**src/pmc_pkg.sv**
```systemverilog
// Summary of operation
// RL1: flag deep C-state entered while config unlocked
// RL2: S4 stretch lock sets on 1, freezes fields
// RL3: base lock sets on 1, platform reset clears
// RL4: C-state lock freezes timing registers, outside bits
// RL5: deep exit timing resets 13h, bit6 slow
// RL6: bits 5:3 pace sync to stop-clock release
// RL7: bits 2:0 pace deeper-stop to stop-cpu release
// RL8: popup moves C3/C4 to C2, else break
// RL9: popdown returns to C3/C4 when masters idle
// RL10: software keeps popdown clear while popup clear
// RL11: suppress bit blocks bus master activity flag
// RL12: force bit makes C4 exit slow always
// RL13: bits 3:2 pace regulator to stop-cpu release
// RL14: bits 1:0 pick message delay, zero uses PLL
// RL15: enabled sources always set flag and break
// RL16: reset-port lock freezes itself and select
// RL17: select widens reset-port reset to global
// RL18: firmware writes bit 30 and bits 9:8; code stores bits 1:0 of OFS_INIT in place of 9:8
// RL19: two-bit route picks SMI or SCI per GPIO
// RL20: sleeping GPIO with event enable can wake
// RL21: command port write stores, may raise SMI
// RL22: scratch port plain byte, cleared by reset
// RL23: S4 lock freezes width 5:4 and stretch 3
// RL24: frozen fields keep value, read back frozen
package pmc_pkg;
    // ==========
    // register map
    localparam logic [15:0] OFS_CFG3 = 16'h00A4;
    localparam logic [15:0] OFS_LOCK = 16'h00A6;
    localparam logic [15:0] OFS_DEEP = 16'h00A8;
    localparam logic [15:0] OFS_MODE = 16'h00A9;
    localparam logic [15:0] OFS_C4   = 16'h00AA;
    localparam logic [15:0] OFS_BRK  = 16'h00AB;
    localparam logic [15:0] OFS_INIT = 16'h00AC;
    localparam logic [15:0] OFS_GPIO = 16'h00B8;
    localparam logic [15:0] IO_CMD   = 16'h00B2;
    localparam logic [15:0] IO_SCR   = 16'h00B3;
    localparam logic [15:0] IO_RST   = 16'h0CF9;
    localparam logic [7:0]  DEEP_RST = 8'h13;
    localparam logic [7:0]  RST_CMD_A = 8'h06;
    localparam logic [7:0]  RST_CMD_B = 8'h0E;
    // ==========
    // field positions
    localparam int LCK_CST = 0;
    localparam int LCK_BASE = 1;
    localparam int LCK_S4 = 2;
    localparam int LCK_UNL = 7;
    localparam int MODE_SUPP = 2;
    localparam int MODE_PUP = 3;
    localparam int MODE_PDN = 4;
    localparam logic [7:0] BRK_MASK = 8'hE7;
    localparam logic [7:0] C4_MASK = 8'hCF;
    localparam logic [7:0] DEEP_MASK = 8'h7F;
    // ==========
    // timing
    localparam int CLK_NS = 10;
    localparam int PCI_NS = 30;
    localparam int US_CYC = 1000 / CLK_NS;
    localparam int SYNC_PCI = 16;
    localparam int SYNC_PCI_CYC = (SYNC_PCI * PCI_NS + CLK_NS - 1) / CLK_NS;
    localparam int SYNC_US [8] = '{0, 80, 99, 118, 18, 38, 56, 199};
    localparam int DSTOP_US [8] = '{22, 34, 56, 95, 199, 138, 72, 199};
    localparam int VREG_US [4] = '{95, 22, 95, 95};
    localparam int MSG_US [4] = '{30, 20, 15, 10};
    localparam int PLL_US [4] = '{30, 30, 30, 30};

    typedef struct packed {
        logic       rsv;
        logic       slow;
        logic [2:0] sync_dly;
        logic [2:0] stop_dly;
    } pmc_deep_s;

    typedef struct packed {
        logic       force_slow;
        logic       slow;
        logic [1:0] rsv;
        logic [1:0] vr_dly;
        logic [1:0] msg_dly;
    } pmc_c4_s;

    typedef enum logic [1:0] {ST_AWAKE, ST_SLEEP, ST_EXIT1, ST_EXIT2}
        pmc_seq_e;

    function automatic logic [15:0] us_cyc(input int us);
        return 16'(us * US_CYC);
    endfunction : us_cyc
endpackage : pmc_pkg

```
**src/pmc_regs.sv**
```systemverilog
`timescale 1ns/1ps
`default_nettype none
module pmc_regs (
    input  wire logic        MCLK_IN,
    input  wire logic        RST_N_IN,
    input  wire logic        CFG_WR_IN,
    input  wire logic        CFG_RD_IN,
    input  wire logic        IO_WR_IN,
    input  wire logic        IO_RD_IN,
    input  wire logic [15:0] ADDR_IN,
    input  wire logic [7:0]  WDATA_IN,
    input  wire logic        RST_PORT_RESET_IN,
    input  wire logic [2:0]  CPU_CSTATE_IN,
    input  wire logic [7:0]  BM_REQ_IN,
    input  wire logic        CX_ENTER_IN,
    input  wire logic        CX_DEEP_IN,
    input  wire logic        CX_EXIT_IN,
    input  wire logic [1:0]  PLL_LOCK_TIME_IN,
    input  wire logic        CMD_PORT_EN_IN,
    input  wire logic [15:0] GPIO_STS_IN,
    input  wire logic [15:0] GPIO_IS_INPUT_IN,
    input  wire logic [15:0] ALT_SMI_EN_IN,
    input  wire logic [15:0] GPE_EN_IN,
    input  wire logic        SLEEPING_IN,
    output logic [7:0]       RDATA_OUT,
    output logic             RVALID_OUT,
    output logic             CSTATE_LOCK_OUT,
    output logic             BASE_LOCK_OUT,
    output logic [1:0]       S4_WIDTH_OUT,
    output logic             S4_STRETCH_OUT,
    output logic             BM_FLAG_SET_OUT,
    output logic             BREAK_C0_OUT,
    output logic             POPUP_C2_OUT,
    output logic             POPDOWN_OUT,
    output logic             BM_AUTO_EN_OUT,
    output logic             POWER_SYNC_N_OUT,
    output logic             STOP_CLOCK_N_OUT,
    output logic             DEEPER_STOP_N_OUT,
    output logic             STOP_CPU_N_OUT,
    output logic             REGULATOR_SLEEP_OUT,
    output logic             DEEP_SLEEP_N_OUT,
    output logic             MEM_MSG_OUT,
    output logic             CMD_SMI_OUT,
    output logic             GPIO_SMI_OUT,
    output logic             GPIO_SCI_OUT,
    output logic             GPIO_WAKE_OUT,
    output logic             HOST_RESET_OUT,
    output logic             GLOBAL_RESET_OUT
);
    import pmc_pkg::*;

    // ==========
    // register storage
    logic [7:0]  lock_ctl;
    pmc_deep_s   deep_t;
    logic [7:0]  mode_cfg;
    pmc_c4_s     c4_t;
    logic [7:0]  brk_en;
    logic        rp_lock;
    logic        glob_sel;
    logic        init_f2;
    logic [1:0]  init_f0;
    logic [7:0]  cmd_port;
    logic [7:0]  scr_port;
    logic [31:0] gpio_route;
    logic [2:0]  s4_fld;

    logic cw;
    logic iw;
    assign cw = CFG_WR_IN;
    assign iw = IO_WR_IN;

    // lock bits only ever set by software; clear is by reset alone
    always_ff @(posedge MCLK_IN) begin
        if (!RST_N_IN) begin
            lock_ctl <= 8'h00;
        end else begin
            if (cw && ADDR_IN == OFS_LOCK) begin
                lock_ctl[LCK_CST]  <= lock_ctl[LCK_CST] | WDATA_IN[LCK_CST];
                lock_ctl[LCK_BASE] <= lock_ctl[LCK_BASE] | WDATA_IN[LCK_BASE]; // RL3
                lock_ctl[LCK_S4]   <= lock_ctl[LCK_S4] | WDATA_IN[LCK_S4]; // RL2
            end
            // software writes never reach this flag
            if (CPU_CSTATE_IN > 3'h2 && !lock_ctl[LCK_CST]) begin
                lock_ctl[LCK_UNL] <= 1'b1; // RL1
            end
        end
    end

    // stretch fields frozen under the S4 lock
    always_ff @(posedge MCLK_IN) begin
        if (!RST_N_IN) begin
            s4_fld <= 3'h0;
        end else if (cw && ADDR_IN == OFS_CFG3 && !lock_ctl[LCK_S4]) begin
            s4_fld <= WDATA_IN[5:3]; // RL23 RL24
        end
    end

    // timing registers frozen under the C-state lock
    always_ff @(posedge MCLK_IN) begin
        if (!RST_N_IN) begin
            deep_t <= pmc_deep_s'(DEEP_RST); // RL5
            c4_t   <= pmc_c4_s'(8'h00);
        end else if (cw && !lock_ctl[LCK_CST]) begin
            if (ADDR_IN == OFS_DEEP) begin
                deep_t <= pmc_deep_s'(WDATA_IN & DEEP_MASK); // RL4 RL24
            end
            if (ADDR_IN == OFS_C4) begin
                c4_t <= pmc_c4_s'(WDATA_IN & C4_MASK); // RL4 RL24
            end
        end
    end

    // mode and break enables, plain read/write
    always_ff @(posedge MCLK_IN) begin
        if (!RST_N_IN) begin
            mode_cfg <= 8'h00;
            brk_en   <= 8'h00;
        end else if (cw) begin
            if (ADDR_IN == OFS_MODE) begin
                mode_cfg <= WDATA_IN & 8'h9C;
            end
            if (ADDR_IN == OFS_BRK) begin
                brk_en <= WDATA_IN & BRK_MASK;
            end
        end
    end

    // init register; the reset-port reset clears only the lock
    always_ff @(posedge MCLK_IN) begin
        if (!RST_N_IN) begin
            rp_lock  <= 1'b0;
            glob_sel <= 1'b0;
            init_f2  <= 1'b0;
            init_f0  <= 2'h0;
        end else if (RST_PORT_RESET_IN) begin
            rp_lock <= 1'b0; // RL16
        end else if (cw) begin
            if (ADDR_IN == OFS_INIT) begin
                init_f0 <= WDATA_IN[1:0];
            end
            if (ADDR_IN == OFS_INIT + 16'h0002 && !rp_lock) begin
                glob_sel <= WDATA_IN[4]; // RL16
            end
            if (ADDR_IN == OFS_INIT + 16'h0003) begin
                init_f2 <= WDATA_IN[6];
                rp_lock <= rp_lock | WDATA_IN[7]; // RL16
            end
        end
    end

    // gpio routing, one byte lane per write
    always_ff @(posedge MCLK_IN) begin
        if (!RST_N_IN) begin
            gpio_route <= 32'h0000_0000;
        end else if (cw && ADDR_IN[15:2] == OFS_GPIO[15:2]) begin
            gpio_route[ADDR_IN[1:0]*8 +: 8] <= WDATA_IN;
        end
    end

    // fixed i/o ports; scratch byte touched by nothing else
    always_ff @(posedge MCLK_IN) begin
        if (!RST_N_IN) begin
            cmd_port    <= 8'h00;
            scr_port    <= 8'h00;
            CMD_SMI_OUT <= 1'b0;
        end else begin
            CMD_SMI_OUT <= iw && ADDR_IN == IO_CMD && CMD_PORT_EN_IN; // RL21
            if (iw && ADDR_IN == IO_CMD) begin
                cmd_port <= WDATA_IN; // RL21
            end
            if (iw && ADDR_IN == IO_SCR) begin
                scr_port <= WDATA_IN; // RL22
            end
        end
    end

    // reset port decode
    always_ff @(posedge MCLK_IN) begin
        if (!RST_N_IN) begin
            HOST_RESET_OUT   <= 1'b0;
            GLOBAL_RESET_OUT <= 1'b0;
        end else begin
            HOST_RESET_OUT <= iw && ADDR_IN == IO_RST &&
                (WDATA_IN == RST_CMD_A || WDATA_IN == RST_CMD_B);
            GLOBAL_RESET_OUT <= iw && ADDR_IN == IO_RST && glob_sel &&
                (WDATA_IN == RST_CMD_A || WDATA_IN == RST_CMD_B); // RL17
        end
    end

    // ==========
    // read path: one cycle, unmapped reads as zero
    logic [7:0] rd_mux;
    always_comb begin
        rd_mux = 8'h00;
        if (CFG_RD_IN) begin
            unique case (ADDR_IN)
                OFS_CFG3: rd_mux = {2'b00, s4_fld, 3'b000};
                OFS_LOCK: rd_mux = lock_ctl;
                OFS_DEEP: rd_mux = deep_t;
                OFS_MODE: rd_mux = mode_cfg;
                OFS_C4:   rd_mux = c4_t;
                OFS_BRK:  rd_mux = brk_en;
                OFS_INIT: rd_mux = {6'h00, init_f0};
                OFS_INIT + 16'h0002: rd_mux = {3'b000, glob_sel, 4'h0};
                OFS_INIT + 16'h0003: rd_mux = {rp_lock, init_f2, 6'h00};
                default: begin
                    if (ADDR_IN[15:2] == OFS_GPIO[15:2]) begin
                        rd_mux = gpio_route[ADDR_IN[1:0]*8 +: 8];
                    end
                end
            endcase
        end else if (IO_RD_IN) begin
            if (ADDR_IN == IO_CMD) begin
                rd_mux = cmd_port;
            end else if (ADDR_IN == IO_SCR) begin
                rd_mux = scr_port;
            end
        end
    end

    always_ff @(posedge MCLK_IN) begin
        if (!RST_N_IN) begin
            RDATA_OUT  <= 8'h00;
            RVALID_OUT <= 1'b0;
        end else begin
            RDATA_OUT  <= rd_mux;
            RVALID_OUT <= CFG_RD_IN | IO_RD_IN;
        end
    end

    assign CSTATE_LOCK_OUT = lock_ctl[LCK_CST]; // RL4
    assign BASE_LOCK_OUT   = lock_ctl[LCK_BASE]; // RL3
    assign S4_WIDTH_OUT    = s4_fld[2:1];
    assign S4_STRETCH_OUT  = s4_fld[0];

    // ==========
    // bus master popup / popdown / break
    logic any_bm;
    logic brk_hit;
    logic in_c34;
    assign any_bm  = |BM_REQ_IN;
    assign brk_hit = |(BM_REQ_IN & brk_en);
    assign in_c34  = CPU_CSTATE_IN == 3'h3 || CPU_CSTATE_IN == 3'h4;

    // an enabled source breaks even with suppress and popup set
    always_ff @(posedge MCLK_IN) begin
        if (!RST_N_IN) begin
            BM_FLAG_SET_OUT <= 1'b0;
            BREAK_C0_OUT    <= 1'b0;
            POPUP_C2_OUT    <= 1'b0;
            POPDOWN_OUT     <= 1'b0;
            BM_AUTO_EN_OUT  <= 1'b0;
        end else begin
            BM_FLAG_SET_OUT <= (any_bm && !mode_cfg[MODE_SUPP]) ||
                brk_hit; // RL11 RL15
            BREAK_C0_OUT <= in_c34 &&
                (brk_hit || (any_bm && !mode_cfg[MODE_PUP])); // RL8 RL15
            POPUP_C2_OUT <= in_c34 && any_bm && mode_cfg[MODE_PUP] &&
                !brk_hit; // RL8
            // popdown only from a popped-up C2; RL10 kept by software
            POPDOWN_OUT <= BM_AUTO_EN_OUT && mode_cfg[MODE_PDN] &&
                !any_bm && CPU_CSTATE_IN == 3'h2; // RL9
            if (in_c34 && any_bm && mode_cfg[MODE_PUP] && !brk_hit) begin
                BM_AUTO_EN_OUT <= 1'b1; // RL8
            end else if (POPDOWN_OUT || CPU_CSTATE_IN == 3'h0) begin
                BM_AUTO_EN_OUT <= 1'b0;
            end
        end
    end

    // ==========
    // gpio routing to smi / sci / wake
    logic [15:0] smi_v;
    logic [15:0] sci_v;
    logic [15:0] wake_v;
    genvar g;
    generate
        for (g = 0; g < 16; g++) begin : g_route
            logic act;
            assign act = GPIO_STS_IN[g] & GPIO_IS_INPUT_IN[g];
            assign smi_v[g] = act && gpio_route[2*g +: 2] == 2'b01 &&
                ALT_SMI_EN_IN[g]; // RL19
            assign sci_v[g] = act && gpio_route[2*g +: 2] == 2'b10 &&
                GPE_EN_IN[g]; // RL19
            assign wake_v[g] = act && SLEEPING_IN && GPE_EN_IN[g]; // RL20
        end
    endgenerate

    always_ff @(posedge MCLK_IN) begin
        if (!RST_N_IN) begin
            GPIO_SMI_OUT  <= 1'b0;
            GPIO_SCI_OUT  <= 1'b0;
            GPIO_WAKE_OUT <= 1'b0;
        end else begin
            GPIO_SMI_OUT  <= |smi_v;
            GPIO_SCI_OUT  <= |sci_v;
            GPIO_WAKE_OUT <= |wake_v;
        end
    end

    // ==========
    // sleep sideband exit sequencer
    pmc_seq_e    state;
    logic        deep_mode;
    logic [15:0] cnt;
    logic [15:0] first_dly;
    logic [15:0] dly_a;
    logic [15:0] dly_b;

    // fast exits skip the first wait: one cycle instead
    always_comb begin
        if (deep_mode) begin
            dly_a = deep_t.slow ? us_cyc(DSTOP_US[deep_t.stop_dly])
                                : 16'h0001; // RL5 RL7
            dly_b = deep_t.sync_dly == 3'h0 ? 16'(SYNC_PCI_CYC)
                  : us_cyc(SYNC_US[deep_t.sync_dly]); // RL6
        end else begin
            dly_a = (c4_t.force_slow || c4_t.slow)
                  ? us_cyc(VREG_US[c4_t.vr_dly]) : 16'h0001; // RL12 RL13
            dly_b = c4_t.msg_dly == 2'h0 ? us_cyc(PLL_US[PLL_LOCK_TIME_IN])
                  : us_cyc(MSG_US[c4_t.msg_dly]); // RL14
        end
    end

    always_ff @(posedge MCLK_IN) begin
        if (!RST_N_IN) begin
            state               <= ST_AWAKE;
            deep_mode           <= 1'b0;
            cnt                 <= 16'h0000;
            first_dly           <= 16'h0000;
            POWER_SYNC_N_OUT    <= 1'b1;
            STOP_CLOCK_N_OUT    <= 1'b1;
            DEEPER_STOP_N_OUT   <= 1'b1;
            STOP_CPU_N_OUT      <= 1'b1;
            REGULATOR_SLEEP_OUT <= 1'b0;
            DEEP_SLEEP_N_OUT    <= 1'b1;
            MEM_MSG_OUT         <= 1'b0;
        end else begin
            MEM_MSG_OUT <= 1'b0;
            if (state != ST_AWAKE && state != ST_SLEEP) begin
                cnt <= cnt - 16'h0001;
            end
            unique case (state)
                ST_AWAKE: begin
                    if (CX_ENTER_IN) begin
                        deep_mode           <= CX_DEEP_IN;
                        STOP_CLOCK_N_OUT    <= 1'b0;
                        STOP_CPU_N_OUT      <= 1'b0;
                        DEEP_SLEEP_N_OUT    <= 1'b0;
                        REGULATOR_SLEEP_OUT <= 1'b1;
                        DEEPER_STOP_N_OUT   <= 1'b0;
                        POWER_SYNC_N_OUT    <= !CX_DEEP_IN;
                        state               <= ST_SLEEP;
                    end
                end
                ST_SLEEP: begin
                    if (CX_EXIT_IN) begin
                        cnt       <= dly_a;
                        first_dly <= dly_a;
                        state     <= ST_EXIT1;
                        if (deep_mode) begin
                            DEEPER_STOP_N_OUT <= 1'b1; // RL7
                        end else begin
                            REGULATOR_SLEEP_OUT <= 1'b0; // RL13
                        end
                    end
                end
                ST_EXIT1: begin
                    if (cnt == 16'h0001) begin
                        STOP_CPU_N_OUT      <= 1'b1; // RL7 RL13
                        DEEP_SLEEP_N_OUT    <= 1'b1;
                        REGULATOR_SLEEP_OUT <= 1'b0;
                        DEEPER_STOP_N_OUT   <= 1'b1;
                        POWER_SYNC_N_OUT    <= 1'b1; // RL6
                        cnt                 <= dly_b;
                        state               <= ST_EXIT2;
                    end
                end
                ST_EXIT2: begin
                    if (cnt == 16'h0001) begin
                        STOP_CLOCK_N_OUT <= 1'b1; // RL6
                        MEM_MSG_OUT      <= !deep_mode; // RL14
                        state            <= ST_AWAKE;
                    end
                end
            endcase
        end
    end

    // ==========
    // checks
    logic [15:0] gap;
    always_ff @(posedge MCLK_IN) begin
        if (!RST_N_IN || state != ST_EXIT1) begin
            gap <= 16'h0000;
        end else begin
            gap <= gap + 16'h0001;
        end
    end
endmodule : pmc_regs
`default_nettype wire

```
**config.mk**
```make
export PLATFORM = sky130hd
export DESIGN_NAME = pmc_regs
export DESIGN_NICKNAME = d
export VERILOG_FILES = /design/src/pmc_pkg.sv /design/src/pmc_regs.sv
export SDC_FILE = /design/constraint.sdc
export NUM_CORES = 1
export LEC_CHECK = 0
export CORE_AREA = 2 2 151 190
export CTS_BUF_LIST = sky130_fd_sc_hd__clkbuf_4
export DETAILED_ROUTE_END_ITERATION = 12
export DIE_AREA = 0 0 153 192
export DONT_BUFFER_PORTS = 1
export GPL_ROUTABILITY_DRIVEN = 0
export PLACE_DENSITY_LB_ADDON = 0.08
export REMOVE_ABC_BUFFERS = 1
export SYNTH_ARGS = -nofsm -noshare
export SYNTH_HDL_FRONTEND = slang
export SYNTH_SLANG_ARGS = --single-unit
```
**constraint.sdc**
```tcl
create_clock -name MCLK_IN -period 4.1 [get_ports MCLK_IN]
set_input_delay 0.615 -clock MCLK_IN [delete_from_list [all_inputs] [get_ports MCLK_IN]]
set_output_delay 0.615 -clock MCLK_IN [all_outputs]
set_load 0.01 [all_outputs]
```
==> metrics.md <==
| Metric | Value |
|---|---|
| Kind of critical path | `reg2reg` |
| # DRC | `0` |
| CTS clk-pin slew, worst paths | `150 ps` |
| Synth warn | `0` |
| Final #Nets | `1193` |
| Final HPWL DP | `21900 µm` |
| H-tree levels | `4` |
| Number of synthesized register bits | `128` |
| Max clock buf depth | `2` |
| Initial Utilization | `29.8%` |
| Worst vdd ir | `0.140 mV` |
| Top routing layer in use | `met4` |
| Slew HR | `25.9%` |
| Worst Path Arrival | `4400 ps` |
| Max frequency | `257 MHz` |
| Clock Sinks | `128` |
| Die H | `192 µm` |
| Cell Rows | `68` |
| Die Span X | `153 µm` |
| Post-CTS Hold Buffers | `0` |
| Port Buffers | `0` |
| Clk_lat worst skew | `570 ps` |
| Hold Startpoint | `RST_PORT_RESET_IN` |
| DR WL met2 | `15300 µm` |
| Initial antenna violation count | `1` |
| Seq/Total Area, Yosys | `31.2%` |
| Outcome | `finished clean` |
| DIE AREA | `29400 µm²` |
| Dominant cells by area after synthesis | `dfxtp_1, ha_1, nand2_1` |
| Setup_tns | `0 ps` |
| Area growth from synthesis to layout | `7.37%` |
| WP data required | `4610 ps` |
| Top Ports | `145` |
| First-pass GRT wire length | `44800 µm` |
| Hold Fails Final Rpt | `0` |
| Fin. max-slew vios | `0` |
| Clock Skews | `35.9 ps` |
| Most used DFF post-synth | `dfxtp_1` |
| Syn Std Cell Area | `8200 µm²` |
| Wire per inst | `21.2 µm` |
| Crit. Startpoint | `deep_t[3]$_SDFFE_PN0P_` |
| Avg Synthesized Cell Area | `7.99 µm²` |
| Synth top cells by count | `nand2_1, dfxtp_1, a21oi_1` |
| Cells after synthesis | `1027` |
| Initial DRT Pass Iterations | `6` |
| Root buffer cell | `clkbuf_4` |
| Worst r2r src | `deep_t[3]$_SDFFE_PN0P_` |
| Vias in the first global route | `7662` |
| Largest net degree at the start of global routing | `37` |
| Count leader, synth | `nand2_1` |
| Initial drt markers | `451` |
| Max-cap violation count | `0` |
| Fill cells | `2980` |
| R2R depth | `13` |
| Critical-path maximum fanout | `6` |
| Hold crit path type | `in2reg` |
| Reg area | `2560 µm²` |
| RSZ-0062 raised after global routing | `false` |
| Total CTS buffers | `17` |
| Worst-margin pin slew | `1110 ps` |
| Pwr dens | `360 nW/µm²` |
| Multi-input logic area | `5260 µm²` |
| Largest area contributor in the netlist | `dfxtp_1` |
| Hold path depth | `1` |
| CP startpoint kind | `flop` |
| Final period utilization | `95.0%` |
| CP Capture Type | `flop` |
| Fin crit period | `3900 ps` |
| Synth top area share | `31.2%` |
| Post-synth EDFFs | `0` |
| # setup viols final | `0` |
| Vias/cell | `5.37` |
| Asr flop ratio synth | `0%` |
| Ratio of cells with drive above 1 in the final layout | `7.28%` |
| Total GRT Usage | `19.8%` |
| Hold WS | `103 ps` |
| DRT antenna net count | `0` |
| Met3 wire len | `1250 µm` |
| Static leakage | `0.00329 µW` |
| Grt total ovfl | `0` |
| Unique masters post-synth | `68` |
| CTS tree | `yes` |
| WL final | `29000 µm` |
| WL met1 | `11700 µm` |
| Via Count | `7338` |
| Core area | `27500 µm²` |
==> where the power goes <==
part	internal, µW	leakage [µW]	switching (µW)
clock network	327	0.000145	590
logic	353	0.00211	521
registers	1310	0.00104	68.4
total	1990	0.00329	1180
==> cell usage in the layout, fill, tap and decap left out, types with 15 or more instances in the layout <==
cell type    n
nor4_1      17
a21oi_1     86
ha_1        70
nor3b_1     17
nand3_1     77
nor2_1      82
mux2i_1     26
xnor2_1     15
inv_1       34
a22oi_1     16
clkbuf_4    18
o21ai_0     22
buf_4       17
nand2_1    151
nor3_1      31
dfxtp_1    127
==> registers in the layout, indices dropped and copies added (netlist names), 2 cells and up <==
name	count
brk_en	6
scr_port	8
cnt	16
lock_ctl	4
cmd_port	8
init_f0	2
deep_t	7
s4_fld	3
state	2
c4_t	6
RDATA_OUT	8
mode_cfg	4
gpio_route	32
==> what timing repair did <==
item                                    in CTS  in global routing
buffers inserted                             0                  0
endpoints found under the hold margin        0                  0
endpoints found under the setup margin       0                  1
gates resized for setup                      0                  2
==> critical path: stages, from the launching register on <==
cell	delay (ps)
dfxtp_1	470
inv_1	120
ha_1	220
and2_1	190
ha_1	300
fa_1	460
ha_1	310
ha_1	350
nand3_1	110
o211a_1	220
nor3_1	300
a31oi_1	180
nor4_1	460
o31a_1	170
==> through the flow <==
stage / instances / utilization, % / setup WS [ps] / cell area (µm²) / power, µW
2_1_floorplan: 967 / - / 267 / 7950 / 2050
3_3_place_gp: 1334 / 31.0 / 227 / 8520 / 2290
3_5_place_dp: 1334 / 31.0 / 190 / 8520 / 2270
4_1_cts: 1366 / 32.0 / 174 / 8800 / 3200
5_1_grt: 1367 / 32.0 / 8.20 / 8810 / 3360
6_report: 1367 / 32.0 / 204 / 8810 / 3170
==> logic make-up after synthesis <==
group | Yosys count | share of synthesized area [%]
compound gates | 206 | 16.1
xor+xnor | 23 | 2.46
fa+ha+maj | 77 | 12.4
buf+inv | 95 | 4.62
flops | 128 | 31.2
mux | 37 | 5.78
simple gates | 461 | 27.4
==> cell type report <==
type                            count  area share (%)
Tap cell                          350            4.97
Clock inverter                     14            1.65
Antenna cell                        1          0.0284
Clock buffer                       18            1.53
Timing Repair Buffer               17            1.45
Multi-Input combinational cell    804            59.8
Inverter                           35            1.49
Sequential cell                   128            29.1
==> final timing paths <==
| check | endpoint | slack, ps |
|---|---|---|
| worst min-delay path | rp_lock$_SDFFE_PP0P_ | 100 |
| worst max register to register | cnt[14]$_SDFF_PN0_ | 200 |
| worst max-delay path | cnt[14]$_SDFF_PN0_ | 200 |
| worst min register to register | scr_port[1]$_SDFFE_PN0P_ | 460 |
==> layer usage <==
metal  global-route usage (%)  up-vias
li1                         -     3653
met1                     22.4     3487
met2                     37.1      160
met3                     3.86       38
met4                     6.59        0
met5                        0        -
No activity file was read; power rests on OpenSTA's default activity.
